<file path="src/inc/ppio_defines.vh">
// register offsets, widths and mode codes for the parallel port block
`ifndef PPIO_DEFINES_VH
`define PPIO_DEFINES_VH

// ----------------------------------------------------------------------
// register indices (byte address is four times the index)
// ----------------------------------------------------------------------
`define PPIO_IDX_A_DATA   8'h00
`define PPIO_IDX_A_DIR    8'h01
`define PPIO_IDX_B_DIR    8'h02
`define PPIO_IDX_B_DATA   8'h04
`define PPIO_IDX_C_DATA   8'h06
`define PPIO_IDX_C_DIR    8'h07
`define PPIO_IDX_D_DATA   8'h08
`define PPIO_IDX_D_DIR    8'h09
`define PPIO_IDX_MODE     8'h10

// ----------------------------------------------------------------------
// reset values and field positions
// ----------------------------------------------------------------------
`define PPIO_DIR_RESET    8'h00
`define PPIO_D_MASK       8'h3f
`define PPIO_DATA_W       8
`define PPIO_D_W          6
`define PPIO_MODE_W       2

// operating modes
`define PPIO_MODE_SINGLE  2'h0
`define PPIO_MODE_EXPAND  2'h1
`define PPIO_MODE_BOOT    2'h2
`define PPIO_MODE_TEST    2'h3

`endif

</file>
<file path="src/rtl/ppio_ports.v">
// parallel ports one to four with apb register access
// Summary of operation
// - first port: eight pins, data and direction
// - direction one drives pin, zero inputs
// - direction registers clear to zero on reset
// - data registers untouched by reset
// - second, third port data accessible only in single/boot modes
// - alternate function: write updates register, not pin
// - first port bits shared with timer channels
// - bit3 compare5/compare1/capture4; bit7 accumulator/compare1
// - expanded/test: second port drives high address
// - single/boot: second port general i/o by direction, pull-ups selectable
// - expanded/test: third port is data bus
// - single/boot: third port general i/o by direction, no pull-ups
// - fourth port six bits, serial and spi
// - fourth port bits 7 and 6 read zero
// - first, fourth ports come up as inputs
`timescale 1ns/10ps
`default_nettype none
`include "ppio_defines.vh"

module ppio_ports #(
  parameter W  = 8,
  parameter DW = 6
) (
  input  wire        clk,
  input  wire        reset,
  input  wire        psel,
  input  wire        penable,
  input  wire        pwrite,
  input  wire [11:0] paddr,
  input  wire [31:0] pwdata,
  output reg  [31:0] prdata,
  output reg         pready,
  output reg         pslverr,
  input  wire [1:0]  op_mode,
  input  wire [W-1:0]  first_port_in,
  output reg  [W-1:0]  first_port_out,
  output reg  [W-1:0]  first_port_oe_n,
  input  wire [W-1:0]  timer_claim,
  input  wire [W-1:0]  timer_out,
  input  wire [W-1:0]  timer_drive,
  output reg  [W-1:0]  timer_in,
  input  wire [W-1:0]  second_port_in,
  output reg  [W-1:0]  second_port_out,
  output reg  [W-1:0]  second_port_oe_n,
  output reg  [W-1:0]  second_port_pullup,
  input  wire [W-1:0]  pullup_select,
  input  wire [W-1:0]  high_address,
  input  wire [W-1:0]  third_port_in,
  output reg  [W-1:0]  third_port_out,
  output reg  [W-1:0]  third_port_oe_n,
  input  wire [W-1:0]  bus_data_out,
  input  wire          bus_data_drive,
  output reg  [W-1:0]  bus_data_in,
  input  wire [DW-1:0] fourth_port_in,
  output reg  [DW-1:0] fourth_port_out,
  output reg  [DW-1:0] fourth_port_oe_n,
  input  wire [DW-1:0] serial_claim,
  input  wire [DW-1:0] serial_out,
  input  wire [DW-1:0] serial_drive,
  output reg  [DW-1:0] serial_in
);

  // ----------------------------------------------------------------------
  // registers
  // ----------------------------------------------------------------------
  reg  [W-1:0]  first_port_data;
  reg  [W-1:0]  first_port_direction;
  reg  [W-1:0]  second_port_data;
  reg  [W-1:0]  second_port_direction;
  reg  [W-1:0]  third_port_data;
  reg  [W-1:0]  third_port_direction;
  reg  [DW-1:0] fourth_port_data;
  reg  [DW-1:0] fourth_port_direction;

  // three-stage pin samplers, stage one feeds only stage two
  reg  [W-1:0]  a_s1, a_s2, a_s3, a_pin;
  reg  [W-1:0]  b_s1, b_s2, b_s3, b_pin;
  reg  [W-1:0]  c_s1, c_s2, c_s3, c_pin;
  reg  [DW-1:0] d_s1, d_s2, d_s3, d_pin;
  reg  [1:0]    mode_s1, mode_s2, mode_s3, mode;

  wire          expanded;
  wire          access;
  wire [7:0]    idx;
  wire          addr_ok;
  wire          mapped;
  reg  [W-1:0]  next_rdata;
  reg           next_hit;

  assign expanded = (mode == `PPIO_MODE_EXPAND) || (mode == `PPIO_MODE_TEST);
  assign access   = psel & penable;
  assign idx      = paddr[9:2];
  assign addr_ok  = (paddr[1:0] == 2'h0) && (paddr[11:10] == 2'h0);
  assign mapped   = addr_ok & next_hit;

  // ----------------------------------------------------------------------
  // input synchronisers: a change counts when stages two and three agree
  // ----------------------------------------------------------------------
  always @(posedge clk or posedge reset) begin
    if (reset) begin
      a_s1 <= 8'h00; a_s2 <= 8'h00; a_s3 <= 8'h00; a_pin <= 8'h00;
      b_s1 <= 8'h00; b_s2 <= 8'h00; b_s3 <= 8'h00; b_pin <= 8'h00;
      c_s1 <= 8'h00; c_s2 <= 8'h00; c_s3 <= 8'h00; c_pin <= 8'h00;
      d_s1 <= 6'h00; d_s2 <= 6'h00; d_s3 <= 6'h00; d_pin <= 6'h00;
      mode_s1 <= `PPIO_MODE_SINGLE;
      mode_s2 <= `PPIO_MODE_SINGLE;
      mode_s3 <= `PPIO_MODE_SINGLE;
      mode    <= `PPIO_MODE_SINGLE;
    end else begin
      a_s1 <= first_port_in;  a_s2 <= a_s1; a_s3 <= a_s2;
      b_s1 <= second_port_in; b_s2 <= b_s1; b_s3 <= b_s2;
      c_s1 <= third_port_in;  c_s2 <= c_s1; c_s3 <= c_s2;
      d_s1 <= fourth_port_in; d_s2 <= d_s1; d_s3 <= d_s2;
      mode_s1 <= op_mode; mode_s2 <= mode_s1; mode_s3 <= mode_s2;
      // per-bit agreement filter
      a_pin <= (a_s2 & a_s3) | (a_pin & (a_s2 | a_s3));
      b_pin <= (b_s2 & b_s3) | (b_pin & (b_s2 | b_s3));
      c_pin <= (c_s2 & c_s3) | (c_pin & (c_s2 | c_s3));
      d_pin <= (d_s2 & d_s3) | (d_pin & (d_s2 | d_s3));
      if (mode_s2 == mode_s3)
        mode <= mode_s3;
    end
  end

  // ----------------------------------------------------------------------
  // read decode; second and third ports leave the map when expanded
  // ----------------------------------------------------------------------
  always @* begin
    next_rdata = 8'h00;
    next_hit   = 1'b1;
    case (idx)
      // input bits show the pin, output bits the latch
      `PPIO_IDX_A_DATA: next_rdata = (first_port_data & first_port_direction) |
                                     (a_pin & ~first_port_direction);
      `PPIO_IDX_A_DIR:  next_rdata = first_port_direction;
      `PPIO_IDX_B_DATA: begin
        next_hit   = ~expanded;
        next_rdata = (second_port_data & second_port_direction) |
                     (b_pin & ~second_port_direction);
      end
      `PPIO_IDX_B_DIR: begin
        next_hit   = ~expanded;
        next_rdata = second_port_direction;
      end
      `PPIO_IDX_C_DATA: begin
        next_hit   = ~expanded;
        next_rdata = (third_port_data & third_port_direction) |
                     (c_pin & ~third_port_direction);
      end
      `PPIO_IDX_C_DIR: begin
        next_hit   = ~expanded;
        next_rdata = third_port_direction;
      end
      // upper two bits tie to zero
      `PPIO_IDX_D_DATA: next_rdata = {2'b00, (fourth_port_data & fourth_port_direction) |
                                             (d_pin & ~fourth_port_direction)};
      `PPIO_IDX_D_DIR:  next_rdata = {2'b00, fourth_port_direction};
      `PPIO_IDX_MODE:   next_rdata = {6'h00, mode};
      default:          next_hit   = 1'b0;
    endcase
  end

  // ----------------------------------------------------------------------
  // apb slave: one wait state, answer on the second access cycle
  // ----------------------------------------------------------------------
  always @(posedge clk or posedge reset) begin
    if (reset) begin
      pready  <= 1'b0;
      pslverr <= 1'b0;
      prdata  <= 32'h0000_0000;
    end else begin
      pready  <= access & ~pready;
      pslverr <= access & ~pready & ~mapped;
      if (access & ~pready & ~pwrite & mapped)
        prdata <= {24'h00_0000, next_rdata};
      else
        prdata <= 32'h0000_0000;
    end
  end

  // data latches carry no reset so they keep contents
  always @(posedge clk) begin
    if (access & pready & pwrite & addr_ok) begin
      // writes land even while a pin is claimed
      if (idx == `PPIO_IDX_A_DATA)
        first_port_data <= pwdata[W-1:0];
      if ((idx == `PPIO_IDX_B_DATA) && !expanded)
        second_port_data <= pwdata[W-1:0];
      if ((idx == `PPIO_IDX_C_DATA) && !expanded)
        third_port_data <= pwdata[W-1:0];
      if (idx == `PPIO_IDX_D_DATA)
        fourth_port_data <= pwdata[DW-1:0];
    end
  end

  // direction registers clear on reset, pins come up as inputs
  always @(posedge clk or posedge reset) begin
    if (reset) begin
      first_port_direction  <= `PPIO_DIR_RESET;
      second_port_direction <= `PPIO_DIR_RESET;
      third_port_direction  <= `PPIO_DIR_RESET;
      fourth_port_direction <= 6'h00;
    end else if (access & pready & pwrite & addr_ok) begin
      if (idx == `PPIO_IDX_A_DIR)
        first_port_direction <= pwdata[W-1:0];
      if ((idx == `PPIO_IDX_B_DIR) && !expanded)
        second_port_direction <= pwdata[W-1:0];
      if ((idx == `PPIO_IDX_C_DIR) && !expanded)
        third_port_direction <= pwdata[W-1:0];
      if (idx == `PPIO_IDX_D_DIR)
        fourth_port_direction <= pwdata[DW-1:0];
    end
  end

  // ----------------------------------------------------------------------
  // pin drivers; every output is registered, so pins lag one cycle
  // ----------------------------------------------------------------------
  always @(posedge clk or posedge reset) begin
    if (reset) begin
      first_port_out     <= 8'h00;
      first_port_oe_n    <= 8'hff;
      second_port_out    <= 8'h00;
      second_port_oe_n   <= 8'hff;
      second_port_pullup <= 8'h00;
      third_port_out     <= 8'h00;
      third_port_oe_n    <= 8'hff;
      fourth_port_out    <= 6'h00;
      fourth_port_oe_n   <= 6'h3f;
      timer_in           <= 8'h00;
      serial_in          <= 6'h00;
      bus_data_in        <= 8'h00;
    end else begin
      // timer owns claimed bits; pins 0..2 captures, 3..7 compares
      first_port_out  <= (timer_claim & timer_out) | (~timer_claim & first_port_data);
      first_port_oe_n <= ~((timer_claim & timer_drive) |
                           (~timer_claim & first_port_direction));
      timer_in        <= a_pin;
      // serial and spi own claimed bits of the fourth port
      fourth_port_out  <= (serial_claim & serial_out) | (~serial_claim & fourth_port_data);
      fourth_port_oe_n <= ~((serial_claim & serial_drive) |
                            (~serial_claim & fourth_port_direction));
      serial_in        <= d_pin;
      if (expanded) begin
        second_port_out    <= high_address;
        second_port_oe_n   <= 8'h00;
        second_port_pullup <= 8'h00;
        third_port_out     <= bus_data_out;
        third_port_oe_n    <= {W{~bus_data_drive}};
      end else begin
        second_port_out    <= second_port_data;
        second_port_oe_n   <= ~second_port_direction;
        second_port_pullup <= pullup_select & ~second_port_direction;
        third_port_out     <= third_port_data;
        third_port_oe_n    <= ~third_port_direction;
      end
      bus_data_in <= c_pin;
    end
  end

endmodule
`default_nettype wire

</file>
<file path="config.mk">
export PLATFORM = sky130hd
export DESIGN_NAME = ppio_ports
export DESIGN_NICKNAME = d
export VERILOG_FILES = /design/src/rtl/ppio_ports.v
export VERILOG_INCLUDE_DIRS = /design/src /design/src/inc
export SDC_FILE = /design/constraint.sdc
export NUM_CORES = 1
export LEC_CHECK = 0
export BUFFER_PORTS_ARGS = -buffer_cell sky130_fd_sc_hd__buf_2
export CORE_ASPECT_RATIO = 0.8
export CORE_MARGIN = 1
export CORE_UTILIZATION = 52
export CTS_CLUSTER_SIZE = 14
export DETAILED_ROUTE_END_ITERATION = 7
export PLACE_DENSITY = 0.82
export RECOVER_POWER = 25
export SETUP_SLACK_MARGIN = 0.02
export SLEW_MARGIN = 20
export SYNTH_ARGS = -nofsm -noshare
export SYNTH_HDL_FRONTEND = slang
export SYNTH_SLANG_ARGS = --single-unit
</file>
<file path="constraint.sdc">
create_clock -name clk -period 10.75 [get_ports clk]
set_input_delay 2.15 -clock clk [delete_from_list [all_inputs] [get_ports clk]]
set_output_delay 2.15 -clock clk [all_outputs]
set_load 0.02 [all_outputs]
</file>
==> impl_metrics.ini <==
[placed_design]
hpwlAfterDp_um = 15300
finalWeightedCongestion = 0.791
io_buffer_count = 223

[route]
finalWirelength_um = 22100
route.detailed.drc = 0
route.vias.total = 5863
routedWlPerCell_um = 19.3
antenna_left = 0
drt_pre_antenna_iters = 4
vias_per_cell = 5.14
drt_iter0_drc = 281

[yosys]
synth-async-reset-ratio_pct = 89.6
synthDominantCellAreaShare_pct = 56.9
synth_top_cells_by_area = dfrtp_1 (57%), edfxtp_1 (9.0%), dfstp_2 (7.9%), mux2_2 (6.5%), maj3_1 (3.0%)
synth_top_area_cell = dfrtp_1
number_of_synthesized_flops_with_an_enable_pin = 30
synth-main-ff-cell = dfrtp_1
ys_types = 58
ys_ff_latch = 288
ys_seq_area_share_pct = 73.8
synth.avg_cell_area_um2 = 16.1
netlist_instances = 623
synth_warnings = 0
netlist_area_um2 = 10000

[global_route]
first_pass_grt_wire_length_um = 33600
initial_antenna_violation_count = 1
largest_net_degree_at_the_start_of_global_routing = 135
vias_in_the_first_global_route = 5893
overflow_left_after_global_routing = 0
globalRouteTotalUtil_pct = 23.0

[clock_network]
clock_tree.buffer_depth = 3
cts_made_buffers = 26
clock_network_latency_to_the_later_pin_of_the_worst_skew_pair_ns = 0.52
cts-htree-levels = 1
cts.clk_slew.worst_paths_ns = 0.06
cts.sink_count = 288
cts_hold_repair.buffers = 0
cts_resized = 0
post_cts.repair.setup_buffers = 0
tritoncts = yes
cts.root.buffer_cell = clkbuf_16

[timing]
rsz0062_at_grt = false
timing.hold.ws_ns = 0.343
skew_ns = 0.00818
achievable-frequency_ghz = 0.240
relSlewSlack_pct = -9.04
report.final.hold_viol_count = 0
final-max-slew-violation-count = 28
sum_of_negative_setup_slack_ns = 0
worst_pin_slew_ns = 1.64
post-route-min-period_ns = 4.16
post-route-period-util_pct = 38.7
finalSetupViolations = 0

[power]
power.internal_mw = 1.74
leak_nw = 5.46
clock_power_share_pct = 38.9
post-layout-total-power_mw = 2.27
psw_mw = 0.529
peakVddDrop_mv = 0.112
power_per_cell_area_nw_per_um2 = 187
power.share.switching_pct = 23.3
share_seq_of_total_power_pct = 52.6
p_comb_share_pct = 8.5

[die]
fp.dieArea_um2 = 19800
rows = 45
die_w_um = 157
dieHeight_um = 126
floorplan.initialDensity_pct = 53.0
fp.coreArea_um2 = 18900
design.portCount = 272

[final_layout]
area_growth_pct = 21.3
fraction_of_final_layout_cells_sized_beyond_drive_strength_1_pct = 42.0
fill_cells = 1424
antennaDiodeCount = 0
final_stage_net_count = 1011

[critical_path]
crit_fanout = 9
worstSetupEndpointType = flip-flop
rrSetupSlack_ns = 8.18
critPathRequiredTime_ns = 11.15
timing_worst_setup_path_type = primary input to flip-flop
r2r-start = mode[0]
cp.arrival_ns = 4.57
critPathCapture = first_port_direction[2]
reg2regPathDepth = 3
worst_r2r_endpoint = third_port_oe_n[6]
startpoint_type = primary input
setup.worst_path.start = paddr[7]

[outcome]
violations = capacitance limit, slew limit
result_of_the_run = finished, violations left

[worst_hold_path]
holdCritPathClass = flip-flop to flip-flop

[flow_run]
cap_violations = 1
==> cell type report <==
class / count / area (um^2) / share of cell area, %
Sequential cell: 288 / 7390 / 60.8
Multi-Input combinational cell: 313 / 2440 / 20.1
Timing Repair Buffer: 229 / 1150 / 9.48
Clock buffer: 44 / 800 / 6.58
Tap cell: 258 / 323 / 2.66
Inverter: 5 / 26.3 / 0.216
Clock inverter: 4 / 20.0 / 0.165
==> synth_stat cells, types with 3 or more instances <==
cell	n
nand3b_1	4
dfstp_2	30
edfxtp_1	30
inv_1	4
buf_1	6
mux2_2	58
nand2_1	17
mux2i_1	18
buf_4	25
mux2_4	8
o211ai_1	6
dfrtp_1	228
buf_2	4
a21oi_1	30
nand2b_1	7
maj3_1	30
a22oi_1	6
clkbuf_1	3
and2_1	11
and3_1	4
o21ai_0	16
nor2_1	22
a31oi_1	6
a211oi_1	3
==> through the flow <==
step | worst slack (ns) | instance area [um^2] | cells | utilization, %
final | 6.59 | 12200 | 1141 | 64.2
after global routing | 6.52 | 12200 | 1141 | 64.2
after detailed placement | 6.03 | 11300 | 1093 | 60.0
after CTS | 6.57 | 12200 | 1141 | 64.3
after global placement | 6.05 | 11300 | 1093 | 60.0
after floorplan | 1.55 | 10100 | 646 | -
==> cell usage in the layout, fill, tap and decap left out, drive strengths merged, types with 2 or more instances in the layout <==
cell type  instances
clkinv             5
nor2              23
a31oi              6
and2              11
a22oi              6
nand4              2
o221ai             2
mux2              66
and3               4
nor4               4
a21o               2
inv                4
xnor2              2
nand2             17
conb              24
dfrtp            228
o21ai             16
o21ba              2
or4                2
a32o               2
o21a               2
o211ai             6
a221oi             2
a21oi             30
nor2b              2
mux2i             18
a211oi             3
nor4b              2
edfxtp            30
clkbuf            49
a22o               2
buf              224
maj3              30
nand2b             7
nand3b             4
dfstp             30
nor3               3
==> logic make-up after synthesis <==
group	Yosys count	share of synthesized area (%)
compound gates	87	5.51
xor+xnor	2	0.175
fa+ha+maj	30	3.00
buf+inv	45	2.82
flops	288	73.8
mux	84	9.51
other cells	1	0.0374
simple gates	86	5.18
==> worst min path at each step <==
stage / slack (ns) / startpoint / cells past startpoint / end
floorplan: 0.33 / a_s1[0] / 0 / a_s2[0]
global placement: 0.33 / c_s1[2] / 0 / c_s2[2]
detailed placement: 0.33 / c_s1[1] / 0 / c_s2[1]
CTS: 0.35 / b_s1[7] / 0 / b_s2[7]
global route: 0.35 / b_s1[7] / 0 / b_s2[7]
finish: 0.34 / b_s1[7] / 0 / b_s2[7]
==> power by group through the flow <==
stage          combinational (mW)  clock (mW)  sequential, mW
2_1_floorplan              0.0806           0            1.25
3_3_place_gp                0.189           0            1.21
3_5_place_dp                0.193           0            1.21
4_1_cts                     0.195       0.899            1.19
5_1_grt                     0.209       0.943            1.20
6_report                    0.192       0.882            1.19
==> worst max-delay path: stages <==
cell	delay [ns]
buf_2	0.12
or3_1	0.53
nor4b_4	0.67
and3_1	0.74
mux2_4	0.35
==> per-layer routing <==
metal  share of wire, %  GRT usage [%]  up-vias  routed length [um]
met3                6.8           4.78       37                1510
met2                 48           37.1      206               10600
met4                2.3           6.17        2                 507
li1                   -              -     2640                   -
met5              0.054              0        -                  12
met1                 43           31.8     2978                9450
(Power assumes the default switching activity.)
